[config.mk]
export PLATFORM = sky130hd
export DESIGN_NAME = irb_timecode_gen
export DESIGN_NICKNAME = d
export VERILOG_FILES = /design/src/rtl/irb_pkg.sv /design/src/rtl/irb_fifo2.sv /design/src/rtl/irb_timecode_gen.sv
export SDC_FILE = /design/constraint.sdc
export NUM_CORES = 1
export LEC_CHECK = 0
export ABC_AREA = 1
export BUFFER_PORTS_ARGS = -buffer_cell sky130_fd_sc_hd__buf_4
export CORE_MARGIN = 2
export CORE_UTILIZATION = 55
export CTS_CLUSTER_DIAMETER = 80
export DETAILED_ROUTE_END_ITERATION = 10
export GPL_TIMING_DRIVEN = 0
export PLACE_DENSITY = 0.76
export SYNTH_ARGS = -nofsm -noshare
export SYNTH_HDL_FRONTEND = slang
export SYNTH_SLANG_ARGS = --single-unit
[constraint.sdc]
create_clock -name sys_clk_i -period 5.8 [get_ports sys_clk_i]
set_input_delay 0.58 -clock sys_clk_i [delete_from_list [all_inputs] [get_ports sys_clk_i]]
set_output_delay 0.58 -clock sys_clk_i [all_outputs]
set_load 0.01 [all_outputs]
[src/rtl/irb_pkg.sv]
// shared constants and types of the time code generator
package irb_pkg;
  // timing
  localparam int unsigned CLK_PERIOD_NS = 4;
  localparam int unsigned MS_NS         = 1_000_000;
  localparam int unsigned MS_CYC_DEF    = MS_NS / CLK_PERIOD_NS;
  localparam int unsigned SLOT_MS       = 10;
  localparam int unsigned ZERO_MS       = 2;
  localparam int unsigned ONE_MS        = 5;
  localparam int unsigned MARK_MS       = 8;
  localparam int unsigned SLOTS_PER_SEC = 100;
  localparam int unsigned MARK_EVERY    = 10;
  localparam int unsigned SEC_PER_MIN   = 60;
  localparam int unsigned NUM_OUT       = 2;
  // register map (byte addresses)
  localparam logic [7:0] REG_CFG1  = 8'h00;
  localparam logic [7:0] REG_HOLD1 = 8'h04;
  localparam logic [7:0] REG_CFG2  = 8'h08;
  localparam logic [7:0] REG_HOLD2 = 8'h0C;
  localparam logic [7:0] REG_CTRL  = 8'h10;
  localparam logic [7:0] REG_STAT  = 8'h14;
  // fields
  localparam int unsigned CFG_BASE_LO   = 6;
  localparam int unsigned CFG_INV       = 4;
  localparam int unsigned CTRL_OUT2_EN  = 0;
  localparam int unsigned CTRL_STORE    = 1;
  localparam int unsigned CTRL_STORE_CH = 2;
  localparam int unsigned STAT_W        = 3;
  localparam int unsigned STAT_SYNC     = 6;
  localparam int unsigned STAT_VALID    = 7;
  // reset values and hold limits
  localparam logic [7:0] CFG_RST      = 8'h00;
  localparam logic [7:0] HOLD_RST     = 8'hFF;
  localparam logic [7:0] HOLD_MIN     = 8'h02;
  localparam logic [7:0] HOLD_ENDLESS = 8'hFF;
  // time word layout: {year, sod, day, hour, min, sec}, bcd except sod
  localparam int unsigned TW_SEC = 0;
  localparam int unsigned TW_MIN = 7;
  localparam int unsigned TW_HR  = 14;
  localparam int unsigned TW_DAY = 20;
  localparam int unsigned TW_SOD = 30;
  localparam int unsigned TW_YR  = 47;
  localparam int unsigned TW_W   = 55;
  // slot positions inside the frame
  localparam int unsigned FP_SEC = 1;
  localparam int unsigned FP_MIN = 10;
  localparam int unsigned FP_HR  = 20;
  localparam int unsigned FP_DAY = 30;
  localparam int unsigned FP_YR  = 50;
  localparam int unsigned FP_CTL = 60;
  localparam int unsigned FP_SOD = 80;
  localparam int unsigned GRP    = 5;

  typedef enum logic [1:0] {
    SYM_ZERO = 2'h0,
    SYM_ONE  = 2'h1,
    SYM_MARK = 2'h3
  } irb_sym_t;

  typedef enum logic [2:0] {
    FMT_B002  = 3'h0,
    FMT_B006  = 3'h1,
    FMT_B003  = 3'h2,
    FMT_B007  = 3'h3,
    FMT_IEEE  = 3'h4,
    FMT_AFNOR = 3'h5
  } irb_fmt_t;

  typedef enum logic [1:0] {
    TB_LOCAL   = 2'h0,
    TB_STD     = 2'h1,
    TB_UTC     = 2'h2,
    TB_LOC_ALT = 2'h3
  } irb_base_t;
endpackage : irb_pkg

[src/rtl/irb_fifo2.sv]
// two-entry valid/ready buffer with flush
`timescale 1ns/100ps
`default_nettype none
module irb_fifo2 #(
  parameter int unsigned W = 2
) (
  input  wire logic         sys_clk_i,
  input  wire logic         rst_i,
  input  wire logic         flush_i,
  input  wire logic         in_valid_i,
  output logic              in_ready_o,
  input  wire logic [W-1:0] in_data_i,
  output logic              out_valid_o,
  input  wire logic         out_ready_i,
  output logic [W-1:0]      out_data_o
);
  logic [W-1:0] mem_q [2];
  logic         wr_q;
  logic         rd_q;
  logic [1:0]   cnt_q;
  logic         push;
  logic         pop;

  assign in_ready_o  = (cnt_q != 2'h2);
  assign out_valid_o = (cnt_q != 2'h0);
  assign out_data_o  = mem_q[rd_q];
  assign push        = in_valid_i & in_ready_o;
  assign pop         = out_valid_o & out_ready_i;

  // flush drops both entries; a push in that cycle is lost on purpose
  always_ff @(posedge sys_clk_i) begin
    if (rst_i || flush_i) begin
      wr_q  <= 1'b0;
      rd_q  <= 1'b0;
      cnt_q <= 2'h0;
    end else begin
      if (push) wr_q <= ~wr_q;
      if (pop) rd_q <= ~rd_q;
      cnt_q <= cnt_q + {1'b0, push} - {1'b0, pop};
    end
  end

  always_ff @(posedge sys_clk_i) begin
    if (push) mem_q[wr_q] <= in_data_i;
  end
endmodule : irb_fifo2
`default_nettype wire

[src/rtl/irb_timecode_gen.sv]
// pulse-width time code generator with two outputs
// Contract
// - one frame per second, carrying 74 information bits
// - every symbol sits in a fixed 10 ms slot on a regular grid
// - high time 2 ms for zero, 5 ms for one, 8 ms for marker
// - markers placed so receivers find the start of each second
// - 30 bcd time bits, 27 control bits, 17 binary second-of-day bits
// - 100 slots per second, unassigned slots send logical zero
// - config bit 4 inverts the output
// - low three config bits pick format; 110 and 111 act as ieee1344
// - b002 time, b006 plus year, b003 plus sod, b007 both
// - ieee1344 fills control bits with year and time offset
// - hold 2..255 minutes limits output after sync status c
// - hold of 255 sends whenever valid time exists
// - exit key stores the shown hold value in non-volatile memory
// - optional second output with its own config and hold
//
// Decided for this implementation: strobed register access and the register offsets.
`timescale 1ns/100ps
`default_nettype none
module irb_timecode_gen
  import irb_pkg::*;
#(
  parameter int unsigned MS_CYCLES = MS_CYC_DEF
) (
  input  wire logic            sys_clk_i,
  input  wire logic            rst_i,
  input  wire logic [7:0]      reg_addr_i,
  input  wire logic [31:0]     reg_wdata_i,
  input  wire logic            reg_we_i,
  input  wire logic            reg_re_i,
  output logic      [31:0]     reg_rdata_o,
  input  wire logic            pps_i,
  input  wire logic            sync_c_i,
  input  wire logic            time_valid_i,
  input  wire logic [TW_W-1:0] loc_time_i,
  input  wire logic [TW_W-1:0] std_time_i,
  input  wire logic [TW_W-1:0] utc_time_i,
  input  wire logic            ofs_neg_i,
  input  wire logic [3:0]      ofs_hours_i,
  input  wire logic            exit_key_i,
  output logic                 nv_store_o,
  output logic                 nv_chan_o,
  output logic      [7:0]      nv_hold_o,
  output logic                 first_timecode_output_o,
  output logic                 second_timecode_output_o
);
  localparam int unsigned MSW = $clog2(MS_CYCLES + 1);

  function automatic logic [7:0] clamp_hold(input logic [7:0] v);
    return (v < HOLD_MIN) ? HOLD_MIN : v;
  endfunction : clamp_hold

  function automatic logic is_marker(input logic [6:0] idx);
    return (idx == 7'h0) || (7'(idx % 7'(MARK_EVERY)) == 7'(MARK_EVERY - 1));
  endfunction : is_marker

  function automatic logic [3:0] sym_ms(input irb_sym_t s);
    unique case (s)
      SYM_ZERO: return 4'(ZERO_MS);
      SYM_ONE:  return 4'(ONE_MS);
      SYM_MARK: return 4'(MARK_MS);
      default:  return 4'(ZERO_MS);
    endcase
  endfunction : sym_ms

  function automatic logic [TW_W-1:0] pick_time(
    input logic [1:0]      base,
    input logic [TW_W-1:0] loc,
    input logic [TW_W-1:0] std,
    input logic [TW_W-1:0] utc
  );
    unique case (irb_base_t'(base))
      TB_STD:               return std;
      TB_UTC:               return utc;
      TB_LOCAL, TB_LOC_ALT: return loc;
    endcase
  endfunction : pick_time

  function automatic logic [SLOTS_PER_SEC-1:0] build_frame(
    input logic [TW_W-1:0] t,
    input logic [2:0]      fsel,
    input logic            neg,
    input logic [3:0]      ofs
  );
    logic [SLOTS_PER_SEC-1:0] f;
    logic [2:0]               fm;
    logic                     yr;
    logic                     sod;
    f   = '0;
    fm  = (fsel[2] && fsel[1]) ? FMT_IEEE : fsel;
    yr  = (fm == FMT_B006) || (fm == FMT_B007) || fm[2];
    sod = (fm == FMT_B003) || (fm == FMT_B007) || fm[2];
    // bcd groups skip one slot between nibbles
    f[FP_SEC +: 4]         = t[TW_SEC +: 4];
    f[FP_SEC + GRP +: 3]   = t[TW_SEC + 4 +: 3];
    f[FP_MIN +: 4]         = t[TW_MIN +: 4];
    f[FP_MIN + GRP +: 3]   = t[TW_MIN + 4 +: 3];
    f[FP_HR +: 4]          = t[TW_HR +: 4];
    f[FP_HR + GRP +: 2]    = t[TW_HR + 4 +: 2];
    f[FP_DAY +: 4]         = t[TW_DAY +: 4];
    f[FP_DAY + GRP +: 4]   = t[TW_DAY + 4 +: 4];
    f[FP_DAY + 2*GRP +: 2] = t[TW_DAY + 8 +: 2];
    if (yr) begin
      f[FP_YR +: 4]       = t[TW_YR +: 4];
      f[FP_YR + GRP +: 4] = t[TW_YR + 4 +: 4];
    end
    if (fm == FMT_IEEE) begin
      f[FP_CTL + 4]     = neg;
      f[FP_CTL + 5 +: 4] = ofs;
    end
    if (sod) begin
      f[FP_SOD +: 9]          = t[TW_SOD +: 9];
      f[FP_SOD + 2*GRP +: 8]  = t[TW_SOD + 9 +: 8];
    end
    return f;
  endfunction : build_frame

  // register file
  logic [7:0]         cfg_q  [NUM_OUT];
  logic [7:0]         hold_q [NUM_OUT];
  logic               out2_en_q;
  logic [NUM_OUT-1:0] cfg_wr;
  logic [NUM_OUT-1:0] hold_wr;
  logic               ctrl_wr;
  logic               store_req;
  logic [31:0]        rdata_q;
  logic [5:0]         stat;
  logic [NUM_OUT-1:0] tc;
  logic               nv_store_q;
  logic               nv_chan_q;
  logic [7:0]         nv_hold_q;
  logic               exit_d_q;

  assign cfg_wr    = {reg_we_i && reg_addr_i == REG_CFG2,
                      reg_we_i && reg_addr_i == REG_CFG1};
  assign hold_wr   = {reg_we_i && reg_addr_i == REG_HOLD2,
                      reg_we_i && reg_addr_i == REG_HOLD1};
  assign ctrl_wr   = reg_we_i && (reg_addr_i == REG_CTRL);
  // the key press stores channel one; software picks a channel by ctrl
  assign store_req = (ctrl_wr && reg_wdata_i[CTRL_STORE])
                     || (exit_key_i && !exit_d_q);

  always_ff @(posedge sys_clk_i) begin
    if (rst_i) begin
      for (int i = 0; i < NUM_OUT; i++) begin
        cfg_q[i]  <= CFG_RST;
        hold_q[i] <= HOLD_RST;
      end
      out2_en_q <= 1'b0;
    end else begin
      for (int i = 0; i < NUM_OUT; i++) begin
        if (cfg_wr[i]) cfg_q[i] <= reg_wdata_i[7:0];
        if (hold_wr[i]) hold_q[i] <= clamp_hold(reg_wdata_i[7:0]);
      end
      if (ctrl_wr) out2_en_q <= reg_wdata_i[CTRL_OUT2_EN];
    end
  end

  always_ff @(posedge sys_clk_i) begin
    if (rst_i) begin
      exit_d_q   <= 1'b0;
      nv_store_q <= 1'b0;
      nv_chan_q  <= 1'b0;
      nv_hold_q  <= 8'h00;
    end else begin
      exit_d_q   <= exit_key_i;
      nv_store_q <= store_req;
      if (store_req) begin
        nv_chan_q <= ctrl_wr & reg_wdata_i[CTRL_STORE_CH];
        nv_hold_q <= hold_q[ctrl_wr & reg_wdata_i[CTRL_STORE_CH]];
      end
    end
  end

  always_ff @(posedge sys_clk_i) begin
    if (rst_i || !reg_re_i) begin
      rdata_q <= '0;
    end else begin
      case (reg_addr_i)
        REG_CFG1:  rdata_q <= 32'(cfg_q[0]);
        REG_HOLD1: rdata_q <= 32'(hold_q[0]);
        REG_CFG2:  rdata_q <= 32'(cfg_q[1]);
        REG_HOLD2: rdata_q <= 32'(hold_q[1]);
        REG_CTRL:  rdata_q <= 32'(out2_en_q);
        REG_STAT:  rdata_q <= 32'({time_valid_i, sync_c_i, stat});
        default:   rdata_q <= '0;
      endcase
    end
  end

  assign reg_rdata_o              = rdata_q;
  assign nv_store_o               = nv_store_q;
  assign nv_chan_o                = nv_chan_q;
  assign nv_hold_o                = nv_hold_q;
  assign first_timecode_output_o  = tc[0];
  assign second_timecode_output_o = tc[1];

  // shared millisecond and slot grid, realigned by each second pulse
  logic [MSW-1:0] ms_cnt_q;
  logic [3:0]     slot_ms_q;
  logic [6:0]     slot_q;
  logic           ms_tick;
  logic           slot_end;
  logic           slot_start;
  logic           sec_start;

  assign ms_tick    = (ms_cnt_q == MSW'(MS_CYCLES - 1));
  assign slot_end   = ms_tick && (slot_ms_q == 4'(SLOT_MS - 1));
  assign slot_start = pps_i || slot_end;
  assign sec_start  = pps_i
                      || (slot_end && slot_q == 7'(SLOTS_PER_SEC - 1));

  always_ff @(posedge sys_clk_i) begin
    if (rst_i || pps_i || ms_tick) ms_cnt_q <= '0;
    else ms_cnt_q <= ms_cnt_q + MSW'(1);
  end

  always_ff @(posedge sys_clk_i) begin
    if (rst_i || slot_start) slot_ms_q <= 4'h0;
    else if (ms_tick) slot_ms_q <= slot_ms_q + 4'h1;
  end

  always_ff @(posedge sys_clk_i) begin
    if (rst_i || sec_start) slot_q <= 7'h0;
    else if (slot_end) slot_q <= slot_q + 7'h1;
  end

  for (genvar g = 0; g < NUM_OUT; g++) begin : g_ch
    logic [SLOTS_PER_SEC-1:0] frame_q;
    logic [6:0]               pidx_q;
    logic                     push_v;
    logic                     push_rdy;
    irb_sym_t                 push_sym;
    logic                     pop_v;
    logic [1:0]               pop_raw;
    irb_sym_t                 sym_q;
    logic                     hi;
    logic                     en;
    logic                     ch_on;
    logic                     tc_q;
    logic                     sync_d_q;
    logic                     reload;
    logic [7:0]               min_left_q;
    logic [5:0]               sec_q;
    logic                     armed_q;
    logic                     expired_q;
    logic [31:0]              hl_q;

    always_ff @(posedge sys_clk_i) begin
      if (rst_i) frame_q <= '0;
      else if (sec_start) frame_q <= build_frame(
        pick_time(cfg_q[g][CFG_BASE_LO +: 2], loc_time_i, std_time_i,
                  utc_time_i),
        cfg_q[g][2:0], ofs_neg_i, ofs_hours_i);
    end

    // slot 0 is forced at second start, so the producer restarts at 1
    always_ff @(posedge sys_clk_i) begin
      if (rst_i || sec_start) pidx_q <= 7'h1;
      else if (push_v && push_rdy) pidx_q <= pidx_q + 7'h1;
    end

    assign push_v   = (pidx_q < 7'(SLOTS_PER_SEC)) && !sec_start;
    assign push_sym = is_marker(pidx_q) ? SYM_MARK
                      : (frame_q[pidx_q] ? SYM_ONE : SYM_ZERO);

    irb_fifo2 #(.W(2)) u_buf (
      .sys_clk_i   (sys_clk_i),
      .rst_i       (rst_i),
      .flush_i     (sec_start),
      .in_valid_i  (push_v),
      .in_ready_o  (push_rdy),
      .in_data_i   (push_sym),
      .out_valid_o (pop_v),
      .out_ready_i (slot_start && !sec_start),
      .out_data_o  (pop_raw)
    );

    // an empty buffer at a slot start sends zero rather than stalling
    always_ff @(posedge sys_clk_i) begin
      if (rst_i) sym_q <= SYM_ZERO;
      else if (sec_start) sym_q <= SYM_MARK;
      else if (slot_start) sym_q <= pop_v ? irb_sym_t'(pop_raw) : SYM_ZERO;
    end

    assign hi    = slot_ms_q < sym_ms(sym_q);
    assign ch_on = (g == 0) || out2_en_q;
    assign en    = time_valid_i && ch_on
                   && (hold_q[g] == HOLD_ENDLESS || !expired_q);

    // idle level is the logical low of the chosen polarity
    always_ff @(posedge sys_clk_i) begin
      if (rst_i) tc_q <= 1'b0;
      else tc_q <= (en && hi) ^ cfg_q[g][CFG_INV];
    end
    assign tc[g] = tc_q;

    assign reload = (sync_c_i && !sync_d_q) || hold_wr[g];

    always_ff @(posedge sys_clk_i) begin
      if (rst_i) sync_d_q <= 1'b0;
      else sync_d_q <= sync_c_i;
    end

    always_ff @(posedge sys_clk_i) begin
      if (rst_i) begin
        min_left_q <= HOLD_RST;
        sec_q      <= 6'h0;
        armed_q    <= 1'b0;
        expired_q  <= 1'b0;
      end else if (reload) begin
        min_left_q <= hold_wr[g] ? clamp_hold(reg_wdata_i[7:0])
                                 : hold_q[g];
        sec_q      <= 6'h0;
        armed_q    <= sync_c_i;
        expired_q  <= 1'b0;
      end else if (armed_q && !expired_q && sec_start) begin
        if (sec_q == 6'(SEC_PER_MIN - 1)) begin
          sec_q      <= 6'h0;
          min_left_q <= min_left_q - 8'h1;
          if (min_left_q == 8'h1) expired_q <= 1'b1;
        end else begin
          sec_q <= sec_q + 6'h1;
        end
      end
    end

    assign stat[g*STAT_W +: STAT_W] = {expired_q, armed_q, en};

    always_ff @(posedge sys_clk_i) begin
      if (rst_i || slot_start) hl_q <= '0;
      else if (hi) hl_q <= hl_q + 32'h1;
    end

  end
endmodule : irb_timecode_gen
`default_nettype wire

Yosys cells after proc, flatten, opt, wreduce, memory -nomap -nowiden. Memories as Yosys holds them, arrays and structs flattened. A register that Yosys moved wholly into a read port is not among the register bits. Index checks and enable logic that the tools add are counted.

Bits in registers: 246. Memory bits (writable): 40. Input port bits: 218. Output and inout bits: 44. Memories: 4.

Memories: cfg_q (words 2, bits a word 8, read ports 2, clocked after memory_dff 0, wr ports 2, RTL line irb_timecode_gen.sv:120) `logic [7:0] cfg_q [NUM_OUT];`; hold_q (words 2, bits a word 8, read ports 3, clocked after memory_dff 1, wr ports 2, RTL line irb_timecode_gen.sv:121) `logic [7:0] hold_q [NUM_OUT];`; g_ch[0].u_buf.mem_q (words 2, bits a word 2, read ports 1, clocked after memory_dff 1, wr ports 1, RTL line irb_fifo2.sv:17) `logic [W-1:0] mem_q [2];`; g_ch[1].u_buf.mem_q (words 2, bits a word 2, read ports 1, clocked after memory_dff 1, wr ports 1, RTL line irb_fifo2.sv:17).

Add/sub/neg operators: 13. Div/mod/pow operators: 2. Order comparisons: 7. Eq/ne operators: 36. Muxes and demuxes: 68. Bitwise gates (word level): 15. Reduce and logical (&&, ||, !) cells: 74.

Operators with widths (count): $pmux W55 S3 (2); $mux W8 (15); $pmux W8 S6 (1); $logic_and A1 B1 Y1 (26); $mux W1 (26); $logic_or A1 B1 Y1 (22); $add A7 B1 Y7 const B (3); $add A18 B1 Y18 const B (1); $eq A18 B18 Y1 const B (1); $mux W9 (2); $eq A8 B1 Y1 const B (2); $eq A8 B4 Y1 const B (2); $eq A8 B5 Y1 const B (2); $eq A8 B8 Y1 const B (2); $lt A7 B8 Y1 const B (2); $mux W2 (8); $mux W4 (4); $pmux W4 S2 (2); $sub A8 B1 Y8 const B (2); $bmux W1 S7 (2); $eq A7 B4 Y1 const B (2); $logic_not A7 Y1 (2); $lt A7 B7 Y1 const B (2); $mod A7 B4 Y7 const B (2); other kinds (30) (80).

Depth between registers and ports, before layout.
Depth after elaboration: 9. Depth in mapped cells: 18. Depth with buffers taken out: 16.

Cells and area by module. Synthesis repeated with hierarchy kept, for this count alone.

Cell total of the unflattened synthesis: 2077. Area total of the unflattened synthesis: 15338.5 um^2.

Modules (own cells, without submodules): irb_timecode_gen (times used 1, cells an instance 1993, area an instance 14515.2 um^2); irb_fifo2 (times used 2, cells an instance 42, area an instance 411.6 um^2).

Least setup slack after synthesis. No wires, ideal clock.

Path type: register -> register. Start point: register ms_cnt_q[0]. End point: register g_ch[1].u_buf.cnt_q[1]. Library setup time: 70 ps. Data arrival time: 2608 ps. Data required time: 5730 ps. Slack: 3123 ps. Stages on the path, launching flop included: 18. Path through: dfxtp_1 ha_1 nand3_1 nor2_2 nand3_4 nor2_4 nand2_2 nand2_8 inv_2 buf_6 buf_6 nand2_1 nor2_1 ha_1 inv_1 ha_1 or2_2 a21oi_1.

RTL lines: start: declaration (RTL line irb_timecode_gen.sv:200) `logic [MSW-1:0] ms_cnt_q;`; start signal: assignment (RTL line irb_timecode_gen.sv:216) `else ms_cnt_q <= ms_cnt_q + MSW'(1);`; $eq A18 B18 Y1 (*) (RTL line irb_timecode_gen.sv:208) `assign ms_tick = (ms_cnt_q == MSW'(MS_CYCLES - 1));`; $logic_and A1 B1 Y1 (*) (RTL line irb_timecode_gen.sv:209) `assign slot_end = ms_tick && (slot_ms_q == 4'(SLOT_MS - 1));`; $logic_and A1 B1 Y1 (RTL line irb_timecode_gen.sv:212) `|| (slot_end && slot_q == 7'(SLOTS_PER_SEC - 1));`; $logic_or A1 B1 Y1 (RTL line irb_timecode_gen.sv:212); $logic_not A1 Y1 (RTL line irb_timecode_gen.sv:276) `.out_ready_i (slot_start && !sec_start),`; $logic_and A1 B1 Y1 (*) (RTL line irb_timecode_gen.sv:276); $and A1 B1 Y1 (*) (RTL line irb_fifo2.sv:28) `assign pop = out_valid_o & out_ready_i;`; via g_ch[1].u_buf.pop (RTL line irb_fifo2.sv:22) `logic pop;`; $sub A2 B1 Y2 (*) (RTL line irb_fifo2.sv:39) `cnt_q <= cnt_q + {1'b0, push} - {1'b0, pop};`; end signal: assignment (RTL line irb_fifo2.sv:39); end: declaration (RTL line irb_fifo2.sv:20) `logic [1:0] cnt_q;`.

Mark *: on every way through the listed nets, which the timed path passes. The rest lies on a longest branch. A chain may end at the register's enable or synchronous reset.

Worst setup path in the final report.
Start point: register ms_cnt_q[0]. End point: register g_ch[0].u_buf.cnt_q[1].

RTL lines (RTL line): $eq A18 B18 Y1 (*) (irb_timecode_gen.sv:208); $logic_and A1 B1 Y1 (*) (irb_timecode_gen.sv:209); $logic_and A1 B1 Y1 (irb_timecode_gen.sv:212); $logic_or A1 B1 Y1 (irb_timecode_gen.sv:212); $logic_not A1 Y1 (irb_timecode_gen.sv:276); $logic_and A1 B1 Y1 (*) (irb_timecode_gen.sv:276); $and A1 B1 Y1 (*) (irb_fifo2.sv:28); via g_ch[0].u_buf.pop (irb_fifo2.sv:22); $sub A2 B1 Y2 (*) (irb_fifo2.sv:39); end signal: assignment (irb_fifo2.sv:39); end: declaration (irb_fifo2.sv:20).

Marked as above.

==> metrics.txt <==
RSZ-0062 raised after global routing=false; number of enable flip-flop cells after synthesis=40; ys async rst share=0%; final max-slew violation count=0; Post-Route Skew=roughly 16 ps; Post-Syn Instances=approximately 2.3k; count of antenna-violating nets left after detailed routing=0; status=finished, final reports clean; Crit Path Max Fanout=10; DRT iter0 DRCs=around 2.2k; Worst path top cell family by delay=simple AND/OR/NAND/NOR gates; Seq/Total Area, Yosys=36.7%; total power=4930 µW; hpwl dp=~43,000 µm; Area Overhead vs Synth=20.1%; die footprint=30,400 µm²; Hold WS=around 230 ps; achievable frequency=314 MHz; CTS tree=built; Int Pwr=between 3000 and 4000 µW; Sw Ratio=between 20% and 30%; remaining global-route overflow=0; hold buffers post-CTS=0; first-pass GRT wire length=~87,000 µm; sequential share of power=42.4%; CTS Buf Count=29; largest net degree at the start of global routing=16; FP Rows=62; Fin Setup TNS=0 ps; Core ar.=about 29,000 µm²; number of global-route vias before repair=about 17k; Slew Limit Headroom=13.7%; Setup CP Type=reg2reg; Total Wirelength=around 56,000 µm; per-cell routed wire length=18.7 µm; DRC viols=0; vias=between 15k and 20k; HP Start=exit_key_i; RePlAce Congestion=just over 1; Switching Power=1390 µW; nature of the critical path endpoint=flop; Fin. Hold Viols=0; Worst path slowest cell=dfxtp_1; final setup fails=0; clock tree root driver cell=clkbuf_16; Place WS=between 2000 and 3000 ps; latest clock arrival within the worst-skew pair=~570 ps; die width=around 170 µm; Power Density=~260 nW/µm²; share of layout cells above drive strength 1=between 10% and 20%; Buffers on Ports=between 200 and 250; vias per inst=around 5.9; clk sinks=about 270; commonest non-fill, non-tap cells in the layout=nand2_1 (444), nor2_1 (282), inv_1 (254), buf_4 (249), dfxtp_1 (232); worst path cell trace=ha_1 > nand3_1 > nor2_2 > nand3_4 > nor2_4 > nand2_2 > nand2_8 > inv_2 > buf_6 > buf_6 > nand2_1 > nor2_1 > ha_1 > inv_1 > ha_1 > or2_2 > a21oi_1; Startpoint Class=flop; worst-case clock buffer depth=3; Initial Utilization=between 50% and 60%; Yosys reg bits=between 200 and 300; setup ws final=approximately 2600 ps; Avg Cell Area, Syn=around 6.8 µm²; biggest cell delay along the critical path=roughly 370 ps; Final period util=a little over half; post-CTS sizing=0; reg2reg start=ms_cnt_q[0]; Buf/Inv on CP=4; setup bufs post-CTS=0; main flop type after synthesis=dfxtp_1; Cell Count, Final, Fillers Out=3,003; dpl cells=between 2k and 3k; commonest non-fill, non-tap cell in the layout=nand2_1; Ys Warns=0; antenna violations before repair=1; Hold Path Class=in2reg; worst setup path start=ms_cnt_q[0]; H-tree depth=1; Min Clock Period, post-route=around 3200 ps; I/O Pins=between 200 and 300; First-pass DRT Iterations=6; MaxCap Viol Count=0; Leakage=around 0.0085 µW; CP dominant cell by count=ha_1; die height=roughly 170 µm; Clock transition at path regs=about 60 ps; total track usage=a little over a third; Final nets=approximately 2.8k; Data required, critical path=about 6300 ps; Max IR drop VDD=between 0.2 and 0.25 mV; mapped cell area=about 16,000 µm²; actual slew at the worst max-slew pin=about 1300 ps; Logic pwr share=~17%; worst path arrival time=3680 ps; clock network fraction of total power=between 40 and 50%; Cell variety after synth=between 40 and 50
## cell type report
cell class                      count  area (µm²)
Antenna cell                        1        2.50
Buffer                            151         776
Clock buffer                       33         761
Clock inverter                     17         263
Fill cell                        2604        9490
Inverter                          266         998
Multi-Input combinational cell   1665        8400
Sequential cell                   272        5850
Tap cell                          384         480
Timing Repair Buffer              214        1600
## worst paths after layout
kind | slack, ps | to | cells after the start
worst max register to register | 2620 | g_ch[0].u_buf.cnt_q[1] | 17
worst min register to register | 460 | ms_cnt_q[0] | 1
worst min-delay path | 230 | exit_d_q | 3
worst max-delay path | 2620 | g_ch[0].u_buf.cnt_q[1] | 17
## power groups by stage
stage / clock network (µW) / registers [µW] / logic [µW]
after floorplan: 0 / 2100 / 476
after global placement: 0 / 2120 / 778
after detailed placement: 0 / 2120 / 788
after CTS: 2020 / 2090 / 794
after global routing: 2080 / 2100 / 886
final: 2020 / 2090 / 819
## stage by stage
stage                     util [%]  instance area, µm²
final                         66.8               19100
after global routing          66.8               19100
after CTS                     66.8               19100
after detailed placement      63.2               18100
after global placement        63.2               18100
after floorplan                  -               16000
## flip-flops by register name, indices dropped and copies added (netlist names), 7 cells and up, named ones only
register,flops
g_ch.frame_q,120
ms_cnt_q,18
cfg_q,16
g_ch.min_left_q,16
hold_q,16
g_ch.pidx_q,14
g_ch.sec_q,12
g_ch.u_buf.mem_q,8
nv_hold_o,8
reg_rdata_o,8
slot_q,7
## cells in the mapped netlist, types with 3 or more instances
cell	n	area share [%]
buf_4	36	1.7
nand4_1	45	1.8
clkinv_1	5	0.12
buf_1	6	0.14
o211ai_1	22	1.0
o221ai_1	4	0.22
a22oi_1	10	0.47
edfxtp_1	40	7.5
nand2_2	6	0.24
buf_6	7	0.49
nor3_1	19	0.60
buf_2	17	0.53
nand3_2	3	0.19
a211oi_1	3	0.14
o21ai_0	197	6.2
inv_2	7	0.16
nor4_1	8	0.31
a21oi_1	96	3.0
a211oi_2	9	0.71
nand2_1	444	10
inv_1	254	6.0
a31oi_1	7	0.27
xnor2_1	17	0.93
ha_1	30	2.4
xor2_1	26	1.4
or2_2	4	0.16
nand3_1	160	5.0
a221oi_1	38	2.1
o21ai_1	118	3.7
nor2_2	3	0.12
clkbuf_1	85	2.0
nor2_1	282	6.6
nor2_4	3	0.21
o211a_1	4	0.25
dfxtp_1	232	29
o22ai_1	68	2.7
## logic make-up (layout without fill, tap and decap cells)
group,count (synthesis),count (layout),share of synthesized area (%)
AND/OR/NAND/NOR,986,986,26.4
AO/OA/AOI/OAI,582,582,21.1
buffers and inverters,417,681,11.1
flip-flops,272,272,36.7
XOR/XNOR,43,43,2.36
adder cells (fa/ha/maj),30,30,2.36
other,1,25,0.0235
## tightest hold or removal path: stages
cell and delay, ps:
buf_4 70, inv_1 40, nor2_1 70
## routing by layer
layer / track usage (%) / share of wire (%)
met1: 49.3 / 42
met2: 57.0 / 44
met3: 6.80 / 11
met4: 11.6 / 3.0
met5: 0 / 0.025
Note: power is estimated with default switching activity, not from simulation.
